## src/logic/rtgf_map.vh

```
/*
 * Register map, field positions, reset values and decode codes for the
 * receive/transmit gain and filter control block.
 * Assumes it is included by bare name and that every register is
 * fourteen bits wide, addressed by a four-bit register address.
 */
`ifndef RTGF_MAP_VH
`define RTGF_MAP_VH

// Register addresses
`define RTGF_ADDR_FILTER_TRIM   4'h7
`define RTGF_ADDR_BB_MODE       4'h8
`define RTGF_ADDR_TX_GAIN_SRC   4'h9
`define RTGF_ADDR_RX_GAIN       4'hB
`define RTGF_ADDR_TX_GAIN       4'hC
`define RTGF_ADDR_OUT_BIAS      4'hF

// Register reset values
`define RTGF_RST_REG            14'h0000

// filter_trim_config fields
`define RTGF_RX_FINE            2:0
`define RTGF_TX_FINE            5:3
`define RTGF_NEAR_DC            13:12
`define RTGF_NEAR_DC_LSB        12

// baseband_mode_config fields
`define RTGF_LPF_COARSE         1:0
`define RTGF_IND_SEL            9:8
`define RTGF_IND_GATE           10
`define RTGF_RX_SERIAL          12

// tx_gain_source_config field
`define RTGF_TX_SERIAL          10

// rx_gain_setting / tx_gain_setting fields
`define RTGF_LNA_CODE           6:5
`define RTGF_RX_VGA_CODE        4:0
`define RTGF_TX_VGA_CODE        5:0

// output_bias_config field
`define RTGF_VCM_SEL            11:10

// Indicator multiplexer codes
`define RTGF_IND_SIGNAL_STRENGTH_OUTPUT           2'h0
`define RTGF_IND_TEMP           2'h1
`define RTGF_IND_PDET           2'h2

// Near-DC corner codes
`define RTGF_NDC_100HZ          2'h0
`define RTGF_NDC_30KHZ          2'h2

// Gain code limits and fine-trim span
`define RTGF_RX_VGA_MAX         5'h1F
`define RTGF_TX_VGA_MAX         6'h3F
`define RTGF_TX_HALF_STEP_MIN   6'h30
`define RTGF_TX_COARSE_TOP      6'h2F
`define RTGF_TX_COARSE_BASE     6'h10
`define RTGF_RX_FINE_LAST       3'h4
`define RTGF_TX_FINE_LAST       3'h5

`endif

```

## src/logic/rtgf_control.v

```verilog
/*
 * Digital control decode for the receive and transmit chains: gain
 * source selection, LNA and VGA gain decode, lowpass and highpass corner
 * decode, indicator multiplexer gating and receive/transmit enables.
 * Six fourteen-bit control registers are held here; together with the
 * control and gain pins they are turned into coded or one-hot settings
 * for the analog receive and transmit chains.
 * Reset clears every register to zero, which selects pin gain control,
 * the 100Hz near-DC corner and the signal strength indicator source.
 *
 * Assumes register writes arrive as completed words from the serial port
 * logic (one-cycle strobe with address and data), and that all pins are
 * synchronous to REF_CLK_I.
 * Assumes the register address also selects the readback word, so the
 * addressed register shows on readback one clock later.
 * Assumes the analog side tolerates the one-clock lag of every decoded
 * output behind its pin or register source; in return no output can
 * glitch, since each one comes straight from a flip-flop.
 * Assumes the controller keeps the shared gain pins at the code of the
 * chain in use, since receive and transmit gain read the same pins.
 */
//
// Summary of operation
// - LNA code 11 high, 10 medium (-16dB), 0X low (-33dB).
// - LNA code from rx gain register when serial select set, else pins.
// - Rx VGA code binary weighted, 2dB per LSB, 62dB span.
// - Rx VGA code from rx gain register when serial select set, else pins.
// - Coarse lowpass code gives rx corner 7.5, 8.5, 15 or 18MHz.
// - Rx fine trim 90 to 110 percent in 5 percent steps.
// - Highpass select high forces 600kHz AC coupling.
// - Highpass select low: near-DC corner 100Hz, 4kHz or 30kHz.
// - Output bias field selects receive common-mode level 1.2V to 1.5V.
// - Indicator source: signal strength (receive only), temperature, power.
// - Gate bit set makes indicator active only with highpass select high.
// - Transmit enabled by select and shutdown release high; uses port two.
// - Same coarse code gives tx corner 8, 11, 16.5 or 22.5MHz.
// - Tx fine trim 90 to 115 percent; codes 110 and 111 unused.
// - Tx VGA six-bit code, 0.5dB steps on top 8dB, 1dB below.
// - Tx gain source bit: zero selects pins, one selects register.
// - Receiver enabled by select low and shutdown release high.
`timescale 1ns/1ps
`include "rtgf_map.vh"

module rtgf_control (
   // Clock and reset
   input  wire        REF_CLK_I,
   input  wire        RST_I,
   // Completed register write from the serial port
   input  wire        REG_WR_I,
   input  wire [3:0]  REG_ADDR_I,
   input  wire [13:0] REG_DATA_I,
   // Control pins
   input  wire        RX_TX_SELECT_I,
   input  wire        SHUTDOWN_RELEASE_I,
   input  wire        HIGHPASS_SELECT_I,
   input  wire        ANTENNA_SELECT_I,
   input  wire [7:1]  GAIN_PINS_I,
   // Register readback of the addressed word
   output reg  [13:0] REG_RD_DATA_O,
   // Receive gain decode
   output reg  [1:0]  LNA_GAIN_O,
   output reg  [2:0]  LNA_MODE_O,
   output reg  [4:0]  RX_VGA_GAIN_O,
   output reg  [5:0]  RX_VGA_ATTEN_DB_O,
   // Transmit gain decode
   output reg  [5:0]  TX_VGA_GAIN_O,
   output reg  [5:0]  TX_VGA_ATTEN_HALF_DB_O,
   // Filter decode
   output reg  [3:0]  LPF_COARSE_O,
   output reg  [4:0]  RX_LPF_FINE_O,
   output reg  [5:0]  TX_LPF_FINE_O,
   output reg  [3:0]  HPF_CORNER_O,
   output reg  [1:0]  VCM_SEL_O,
   // Indicator multiplexer
   output reg  [2:0]  IND_SOURCE_O,
   output reg         IND_ACTIVE_O,
   // Mode enables and antenna routing
   output reg         RX_EN_O,
   output reg         TX_EN_O,
   output reg         SECOND_ANTENNA_PORT_O
);

   // Register file, one word per documented register
   reg [13:0] filter_trim_config;
   reg [13:0] baseband_mode_config;
   reg [13:0] tx_gain_source_config;
   reg [13:0] rx_gain_setting;
   reg [13:0] tx_gain_setting;
   reg [13:0] output_bias_config;

   // Shared gain pins, sliced per use
   wire [1:0] lna_gain_pins    = GAIN_PINS_I[7:6];
   wire [4:0] rx_vga_gain_pins = GAIN_PINS_I[5:1];
   wire [5:0] tx_vga_gain_pins = GAIN_PINS_I[6:1];

   // Next values of the decoded outputs
   reg  [13:0] next_rd_data;
   reg  [1:0]  next_lna;
   reg  [2:0]  next_lna_mode;
   reg  [4:0]  next_rx_vga;
   reg  [5:0]  next_rx_atten;
   reg  [5:0]  next_tx_vga;
   reg  [5:0]  next_tx_atten;
   reg  [5:0]  tx_below;
   reg  [3:0]  next_hpf;
   reg  [3:0]  next_coarse;
   reg  [4:0]  next_rx_fine;
   reg  [5:0]  next_tx_fine;
   reg  [2:0]  next_ind_src;
   reg         next_ind_act;
   reg         src_on;
   reg  [1:0]  ind_sel;
   reg         rx_mode;
   reg         tx_mode;

   // Register writes; values hold until rewritten, so settings persist
   // Unknown addresses fall through, so stray writes change nothing
   always @(posedge REF_CLK_I) begin
      if (RST_I) begin
         filter_trim_config    <= `RTGF_RST_REG;
         baseband_mode_config  <= `RTGF_RST_REG;
         tx_gain_source_config <= `RTGF_RST_REG;
         rx_gain_setting       <= `RTGF_RST_REG;
         tx_gain_setting       <= `RTGF_RST_REG;
         output_bias_config    <= `RTGF_RST_REG;
      end else if (REG_WR_I) begin
         if (REG_ADDR_I == `RTGF_ADDR_FILTER_TRIM) begin
            filter_trim_config <= REG_DATA_I;
         end else if (REG_ADDR_I == `RTGF_ADDR_BB_MODE) begin
            baseband_mode_config <= REG_DATA_I;
         end else if (REG_ADDR_I == `RTGF_ADDR_TX_GAIN_SRC) begin
            tx_gain_source_config <= REG_DATA_I;
         end else if (REG_ADDR_I == `RTGF_ADDR_RX_GAIN) begin
            rx_gain_setting <= REG_DATA_I;
         end else if (REG_ADDR_I == `RTGF_ADDR_TX_GAIN) begin
            tx_gain_setting <= REG_DATA_I;
         end else if (REG_ADDR_I == `RTGF_ADDR_OUT_BIAS) begin
            output_bias_config <= REG_DATA_I;
         end
      end
   end

   // Readback mux; addresses outside this block read as zero
   // Read is registered like every output, so it trails the address
   always @* begin
      if (REG_ADDR_I == `RTGF_ADDR_FILTER_TRIM) begin
         next_rd_data = filter_trim_config;
      end else if (REG_ADDR_I == `RTGF_ADDR_BB_MODE) begin
         next_rd_data = baseband_mode_config;
      end else if (REG_ADDR_I == `RTGF_ADDR_TX_GAIN_SRC) begin
         next_rd_data = tx_gain_source_config;
      end else if (REG_ADDR_I == `RTGF_ADDR_RX_GAIN) begin
         next_rd_data = rx_gain_setting;
      end else if (REG_ADDR_I == `RTGF_ADDR_TX_GAIN) begin
         next_rd_data = tx_gain_setting;
      end else if (REG_ADDR_I == `RTGF_ADDR_OUT_BIAS) begin
         next_rd_data = output_bias_config;
      end else begin
         next_rd_data = `RTGF_RST_REG;
      end
   end

   // Receive gain source and decode
   // Pin and register sources switch at once, with no hold-off
   always @* begin
      if (baseband_mode_config[`RTGF_RX_SERIAL]) begin
         next_lna    = rx_gain_setting[`RTGF_LNA_CODE];
         next_rx_vga = rx_gain_setting[`RTGF_RX_VGA_CODE];
      end else begin
         next_lna    = lna_gain_pins;
         next_rx_vga = rx_vga_gain_pins;
      end
      // 2dB per code step below the all-ones maximum
      next_rx_atten = {`RTGF_RX_VGA_MAX - next_rx_vga, 1'b0};
      // One-hot: bit2 high, bit1 medium, bit0 low; upper bit 0 is low
      if (!next_lna[1]) begin
         next_lna_mode = 3'h1;
      end else if (next_lna[0]) begin
         next_lna_mode = 3'h4;
      end else begin
         next_lna_mode = 3'h2;
      end
   end

   // Transmit gain source and attenuation in half-dB below maximum
   always @* begin
      if (tx_gain_source_config[`RTGF_TX_SERIAL]) begin
         next_tx_vga = tx_gain_setting[`RTGF_TX_VGA_CODE];
      end else begin
         next_tx_vga = tx_vga_gain_pins;
      end
      // Distance below the top code of the whole-dB region
      tx_below = `RTGF_TX_COARSE_TOP - next_tx_vga;
      // Lower codes pair up into whole-dB steps below the top 8dB
      if (next_tx_vga >= `RTGF_TX_HALF_STEP_MIN) begin
         next_tx_atten = `RTGF_TX_VGA_MAX - next_tx_vga;
      end else begin
         next_tx_atten = `RTGF_TX_COARSE_BASE
                       + {tx_below[5:1], 1'b0};
      end
   end

   // Highpass corner: bit3 600kHz, bit2 30kHz, bit1 4kHz, bit0 100Hz
   always @* begin
      if (HIGHPASS_SELECT_I) begin
         next_hpf = 4'h8;
      end else if (filter_trim_config[`RTGF_NEAR_DC_LSB]) begin
         next_hpf = 4'h2;
      end else if (filter_trim_config[`RTGF_NEAR_DC] ==
                   `RTGF_NDC_30KHZ) begin
         next_hpf = 4'h4;
      end else begin
         next_hpf = 4'h1;
      end
   end

   // Indicator multiplexer; the unlisted code 11 shows no signal
   // Strength gating looks at the select pin only, not shutdown release
   always @* begin
      rx_mode = SHUTDOWN_RELEASE_I & ~RX_TX_SELECT_I;
      tx_mode = SHUTDOWN_RELEASE_I & RX_TX_SELECT_I;
      ind_sel = baseband_mode_config[`RTGF_IND_SEL];
      if (ind_sel == `RTGF_IND_SIGNAL_STRENGTH_OUTPUT) begin
         next_ind_src = 3'h1;
         src_on       = ~RX_TX_SELECT_I;
      end else if (ind_sel == `RTGF_IND_TEMP) begin
         next_ind_src = 3'h2;
         src_on       = 1'b1;
      end else if (ind_sel == `RTGF_IND_PDET) begin
         next_ind_src = 3'h4;
         src_on       = 1'b1;
      end else begin
         next_ind_src = 3'h0;
         src_on       = 1'b0;
      end
      next_ind_act = src_on &
         (~baseband_mode_config[`RTGF_IND_GATE] |
          HIGHPASS_SELECT_I);
   end

   // Filter corner decode; fine codes past the last step select nothing
   always @* begin
      next_coarse = 4'h1 << baseband_mode_config[`RTGF_LPF_COARSE];
      if (filter_trim_config[`RTGF_RX_FINE] <= `RTGF_RX_FINE_LAST) begin
         next_rx_fine = 5'h01 << filter_trim_config[`RTGF_RX_FINE];
      end else begin
         next_rx_fine = 5'h00;
      end
      if (filter_trim_config[`RTGF_TX_FINE] <= `RTGF_TX_FINE_LAST) begin
         next_tx_fine = 6'h01 << filter_trim_config[`RTGF_TX_FINE];
      end else begin
         next_tx_fine = 6'h00;
      end
   end

   // All outputs registered; decode lags the source by one clock
   always @(posedge REF_CLK_I) begin
      if (RST_I) begin
         REG_RD_DATA_O          <= `RTGF_RST_REG;
         LNA_GAIN_O             <= 2'h0;
         LNA_MODE_O             <= 3'h0;
         RX_VGA_GAIN_O          <= 5'h00;
         RX_VGA_ATTEN_DB_O      <= 6'h00;
         TX_VGA_GAIN_O          <= 6'h00;
         TX_VGA_ATTEN_HALF_DB_O <= 6'h00;
         LPF_COARSE_O           <= 4'h0;
         RX_LPF_FINE_O          <= 5'h00;
         TX_LPF_FINE_O          <= 6'h00;
         HPF_CORNER_O           <= 4'h0;
         VCM_SEL_O              <= 2'h0;
         IND_SOURCE_O           <= 3'h0;
         IND_ACTIVE_O           <= 1'b0;
         RX_EN_O                <= 1'b0;
         TX_EN_O                <= 1'b0;
         SECOND_ANTENNA_PORT_O  <= 1'b0;
      end else begin
         REG_RD_DATA_O     <= next_rd_data;
         LNA_GAIN_O        <= next_lna;
         LNA_MODE_O        <= next_lna_mode;
         RX_VGA_GAIN_O     <= next_rx_vga;
         RX_VGA_ATTEN_DB_O <= next_rx_atten;
         TX_VGA_GAIN_O          <= next_tx_vga;
         TX_VGA_ATTEN_HALF_DB_O <= next_tx_atten;
         // One coarse code drives both rx and tx corners
         LPF_COARSE_O  <= next_coarse;
         RX_LPF_FINE_O <= next_rx_fine;
         TX_LPF_FINE_O <= next_tx_fine;
         HPF_CORNER_O <= next_hpf;
         VCM_SEL_O    <= output_bias_config[`RTGF_VCM_SEL];
         IND_SOURCE_O <= next_ind_src;
         IND_ACTIVE_O <= next_ind_act;
         // Enables lag the pins by one clock; no settling is modelled
         RX_EN_O      <= rx_mode;
         TX_EN_O      <= tx_mode;
         // Transmit always uses port two; receive follows the pin
         SECOND_ANTENNA_PORT_O <= RX_TX_SELECT_I |
                                  ANTENNA_SELECT_I;
      end
   end

endmodule // rtgf_control

```

## config.mk

```make
export PLATFORM = sky130hd
export DESIGN_NAME = rtgf_control
export DESIGN_NICKNAME = d
export VERILOG_FILES = /design/src/logic/rtgf_control.v
export VERILOG_INCLUDE_DIRS = /design/src /design/src/logic
export SDC_FILE = /design/constraint.sdc
export NUM_CORES = 1
export LEC_CHECK = 0
export BUFFER_PORTS_ARGS = -buffer_cell sky130_fd_sc_hd__buf_2
export CAP_MARGIN = 20
export CORE_MARGIN = 2
export CORE_UTILIZATION = 40
export DETAILED_ROUTE_END_ITERATION = 10
export PLACE_DENSITY = 0.6
export SKIP_CTS_REPAIR_TIMING = 1
export SYNTH_ARGS = -nofsm -noshare
export SYNTH_HDL_FRONTEND = slang
export SYNTH_SLANG_ARGS = --single-unit
```

## constraint.sdc

```tcl
create_clock -name REF_CLK_I -period 1.2 [get_ports REF_CLK_I]
set_clock_uncertainty 0.1 [all_clocks]
set_input_delay 0.06 -clock REF_CLK_I [delete_from_list [all_inputs] [get_ports REF_CLK_I]]
set_output_delay 0.06 -clock REF_CLK_I [all_outputs]
set_load 0.03 [all_outputs]
```

======== Yosys cells after proc, flatten, opt, wreduce, memory -nomap -nowiden ========
Cells that the tools add are included.
operators by class
  reduce and logical (&&, ||, !) cells .... 14
  eq/ne operators ......................... 9
  shift operators ......................... 3
  add/sub/neg operators ................... 4
  magnitude comparators ................... 3
  mux-type cells .......................... 21
  bitwise operators ....................... 15
operator list
  operator             count
  $mux 14              6
  $eq 4x4->1 const B   5
  $mux 3               4
  $mux 6               2
  $sub 6x6->6 const A  2
  $not 1->1            10
  $reduce_or 2->1      5
  $reduce_and 7->1     1
  $add 5x6->6 const A  1
  $ge 6x6->1 const B   1
  $le 3x3->1 const B   2
  $reduce_and 6->1     1
  $reduce_or 3->1      2
  $shl 1x3->6 const A  1
  $mux 1               5
  $mux 5               1
  $reduce_and 5->1     1
  $shl 1x3->5 const A  1
  $sub 5x5->5 const A  1
  $eq 2x2->1 const B   2
  $eq 4x3->1 const B   1
  $mux 2               2
  $mux 4               1
  $reduce_and 4->1     1
  7 further kinds      10
storage, ports and cells
  input port bits ......................... 32
  flip-flop bits (word level) ............. 154
  output and inout port bits .............. 70
  word-level logic and storage cells ...... 98

======== Depth between registers and ports, before layout ========
  depth in word-level cells ............... 7
  gate-level depth with buffers ........... 7
  depth with buffers taken out ............ 4

======== Least setup slack after synthesis ========
Ideal clock, no wire load.
  path type ............................... input-to-reg
  start ................................... input REG_ADDR_I[2]
  end ..................................... register tx_gain_source_config[10]
  buffers on the path ..................... 2
  data required time ...................... 0.972 ns
  stages on the path ...................... 6
  slack ................................... -0.109 ns
  data arrival time ....................... 1.082 ns
  cells stage by stage .................... buf_6 > nand3b_4 > nor3b_4 > buf_6 > mux2i_1 > nor2_1
on the way
  longest elaborated chain between the ends .. 3
ends and longest elaborated chain
  element                                                    RTL line            source
  start, declared                                            rtgf_control.v:50   input wire [3:0] REG_ADDR_I,
  $eq 4x4->1 (no line) / $eq 4x3->1 (equally long branches)  -
  $not 1->1 (no line)                                        -
  $reduce_and 4->1 (no line) (*)                             -
  end signal, assigned                                       rtgf_control.v:122  tx_gain_source_config <= `RTGF_RST_REG;
  end, declared                                              rtgf_control.v:86   reg [13:0] tx_gain_source_config;
Every way passes the cells marked *; elsewhere a longest branch is shown, timed or not.
A chain may end at the register's enable or synchronous reset.

======== Worst setup path in the final report ========
  start ................................... register tx_gain_source_config[3]
  end ..................................... register REG_RD_DATA_O[3]
on the way
  longest elaborated chain between the ends .. 3
ends and longest elaborated chain
  element               RTL line            source
  $mux 14               rtgf_control.v:150  end else if (REG_ADDR_I == `RTGF_ADDR_TX_GAIN_SRC) begin
  $mux 14               rtgf_control.v:148  end else if (REG_ADDR_I == `RTGF_ADDR_BB_MODE) begin
  $mux 14               rtgf_control.v:146  if (REG_ADDR_I == `RTGF_ADDR_FILTER_TRIM) begin
  end signal, assigned  rtgf_control.v:259  REG_RD_DATA_O <= `RTGF_RST_REG;
  end signal, assigned  rtgf_control.v:277  REG_RD_DATA_O <= next_rd_data;
  end, declared         rtgf_control.v:59   output reg [13:0] REG_RD_DATA_O,
Every way passes these cells.

==> results.cfg <==
[run]
maxCapViolCount = 0

[pwr]
clock_power_share = 0.495
power_frac_comb = 0.084
power-per-cell-area_mw_per_mm2 = 1556
power.share.sequential = 0.420
p_int_uw = 9772
p_leak_uw = 0.003240
ir_drop_uv = 954.9
switching_power_uw = 2695
sw_frac_of_total = 0.2162

[yosys]
synth_area_leader_cell = dfxtp_1
synth-seq-cells = 153
netlist_instances = 645
yosysUniqueCellTypes = 50
syn_area_per_cell_um2 = 8.999
netlist_area_mm2 = 0.005804
yosys-top-cells-area = dfxtp_1, nand2_1, mux2i_1, a21oi_1, nor2_1
ys_warn_count = 0
syn_nets = 680
ys_seq_area_frac = 0.5277
synth_ff_type = dfxtp_1
synth-edff-count = 0
yosysMostFrequentCell = dfxtp_1
synthTopCellsByCount = dfxtp_1, nand2_1, a21oi_1
synth_top_area_share = 0.5277
async_flop_share = 0

[detailed_routing]
vias = 5181
drt_iter0_drc = 330
routedWlPerCell_um = 16.55
drtAntennaViolNets = 0
drc = 0
drtPass1Iterations = 8
viasPerCell = 5.130
drt-total-wl_mm = 16.71

[sta]
worst_slack_ns = -0.2394
finalSetupViolCount = 8
timing.hold.ws_ns = 0.01454
hold_violations = 0
layout_min_cycle_time_ns = 1.439
rsz0062_at_grt = true
slew_violations = 0
max_freq_ghz = 0.6948
period_share = 1.199
fin_setup_tns_ns = -0.8082

[layout]
fin_util = 0.5576
synthToLayoutAreaGrowth_pct = 38.05
drive_above_1_share = 0.2881
n_antenna_cell = 0
fillers = 1303
layout.nets = 849
stdcell_count = 1010

[cts]
ctsRootBufferMaster = clkbuf_16
cts.sinks = 153
htree_levels = 4
cts_tree = done
clk_pin_slew_ns = 0.06
clk_path_buf_depth = 2
numCtsBuffers = 17
clkLatencyLatePin_ns = 0.42

[worst_setup_path]
cp-end-kind = register
reg2reg_depth = 4
reg2reg_slack_ns = -0.24
setup.worst_path.class = register to register
r2r_end = REG_RD_DATA_O[3]$_SDFF_PP0_
startpoint_type = register
crit_start = tx_gain_source_config[3]$_SDFFE_PP0P_
cp_data_arrival_time_ns = 1.62
worstPathCellList = mux2i_2 -> o21ai_1 -> a222oi_1 -> nor3_1
cp_slowest_cell = a222oi_1
r2r_start = tx_gain_source_config[3]$_SDFFE_PP0P_
crit_required_ns = 1.38
crit_end = REG_RD_DATA_O[3]$_SDFF_PP0_
cp_max_fo = 2
slowest_delay_ns = 0.46

[floorplan]
rows = 44
die_h_um = 124.5
die_area_mm2 = 0.01549
ios = 102
core_area_mm2 = 0.01437
die_x_um = 124.5
start_util = 0.4040

[placement]
pre_cts_ws_ns = -0.4347
placedCellCount = 946
routabilityCongestion = 0.8468
dp_hpwl_mm = 11.57
portBuffers = 100

[hold_path]
holdCritPathClass = input port to register

[grt]
grt.total_usage = 0.2040
grt_max_degree = 47
grt_pass1_vias = 4769
antenna_found_initial = 0
grt_overflow_total = 0
grt_pass1_wl_mm = 24.90

[run_status]
violations = negative setup slack
outcome = finished, violations left
==> cell families after synthesis <==
family                     synth area share
other                             0.0006461
adders and majority gates          0.006468
AOI/OAI and AO/OA                    0.1356
DFF                                  0.5277
and+or+nand+nor                      0.2164
muxes                               0.06553
buffers and inverters               0.04764
==> layout by cell type (no fill, tap or decap), types with 3 or more instances in the layout <==
cell type and count:
nand2b_1 5, o21ai_1 4, bufinv_16 6, a21oi_1 73, nand2_1 150, nor3b_1 5, a22o_1 10, dfxtp_1 140
mux2i_2 3, nor4b_1 4, o21ai_0 6, and2_1 3, a222oi_1 7, clkbuf_16 17, a21o_1 4, dfxtp_2 12
buf_12 6, o221ai_2 3, buf_2 99, nor2b_1 18, nand3_1 4, nor3_1 12, buf_4 61, dlygate4sd3_1 31
and3_1 6, a22oi_1 3, mux2i_1 34, nor4_1 4, clkbuf_8 5, inv_1 3, nor2_4 3, nor2_1 43
==> routing by layer <==
metal	vias up	GRT usage	share of wire
met2	160	0.3205	0.47
li1	2537	-	-
met3	19	0.05842	0.057
met5	-	0	0
met1	2465	0.2693	0.45
met4	0	0.07072	0.020
==> power by group through the flow <==
stage               sequential [uW]  combinational (uW)  clock, uW
global route                   5250                1120       6490
global placement               5350                 903          0
floorplan                      5510                 377          0
finish                         5240                1050       6170
CTS                            5240                 921       6260
detailed placement             5350                 917          0
==> sequential cells by signal, indices dropped and copies added (netlist names), 6 cells and up <==
name,cells
TX_VGA_GAIN_O,6
output_bias_config,14
tx_gain_source_config,14
TX_LPF_FINE_O,6
filter_trim_config,14
rx_gain_setting,14
tx_gain_setting,14
REG_RD_DATA_O,14
TX_VGA_ATTEN_HALF_DB_O,6
baseband_mode_config,14
==> area by class of cell <==
| type | instances | area (um2) | share of cell area |
|---|---|---|---|
| clock buffers | 24 | 501.7 | 0.06262 |
| repair buffers | 198 | 1395 | 0.1741 |
| clock inverters | 7 | 185.2 | 0.02311 |
| flip-flops and latches | 153 | 3082 | 0.3846 |
| inverters | 5 | 18.77 | 0.002342 |
| well taps | 184 | 230.2 | 0.02873 |
| multi-input cells | 439 | 2600 | 0.3245 |
==> worst min-delay path by stage <==
stage | from | endpoint | slack [ns] | cells past startpoint
3_3_place_gp | ANTENNA_SELECT_I | SECOND_ANTENNA_PORT_O$_SDFF_PP0_ | 0.17 | 3
3_5_place_dp | ANTENNA_SELECT_I | SECOND_ANTENNA_PORT_O$_SDFF_PP0_ | 0.17 | 3
2_1_floorplan | HIGHPASS_SELECT_I | HPF_CORNER_O[0]$_SDFF_PP0_ | 0.03 | 1
4_1_cts | ANTENNA_SELECT_I | SECOND_ANTENNA_PORT_O$_SDFF_PP0_ | -0.27 | 3
6_report | RST_I | filter_trim_config[1]$_SDFFE_PP0P_ | 0.01 | 3
5_1_grt | RST_I | filter_trim_config[0]$_SDFFE_PP0P_ | 0.02 | 3
==> per-stage QoR <==
| stage | cell area, um2 | total power [uW] |
|---|---|---|
| 2_1_floorplan | 5818 | 5889 |
| 3_3_place_gp | 6848 | 6253 |
| 3_5_place_dp | 6848 | 6270 |
| 4_1_cts | 7535 | 12430 |
| 5_1_grt | 8013 | 12860 |
| 6_report | 8013 | 12470 |
==> critical path: cells and delay by family (launching register included) <==
family           cells  cell delay, ns
AO/OA/AOI/OAI        2            0.56
flip-flops           1            0.33
multiplexers         1            0.22
AND/OR/NAND/NOR      1            0.10
Note: power is estimated with default switching activity, not from simulation.
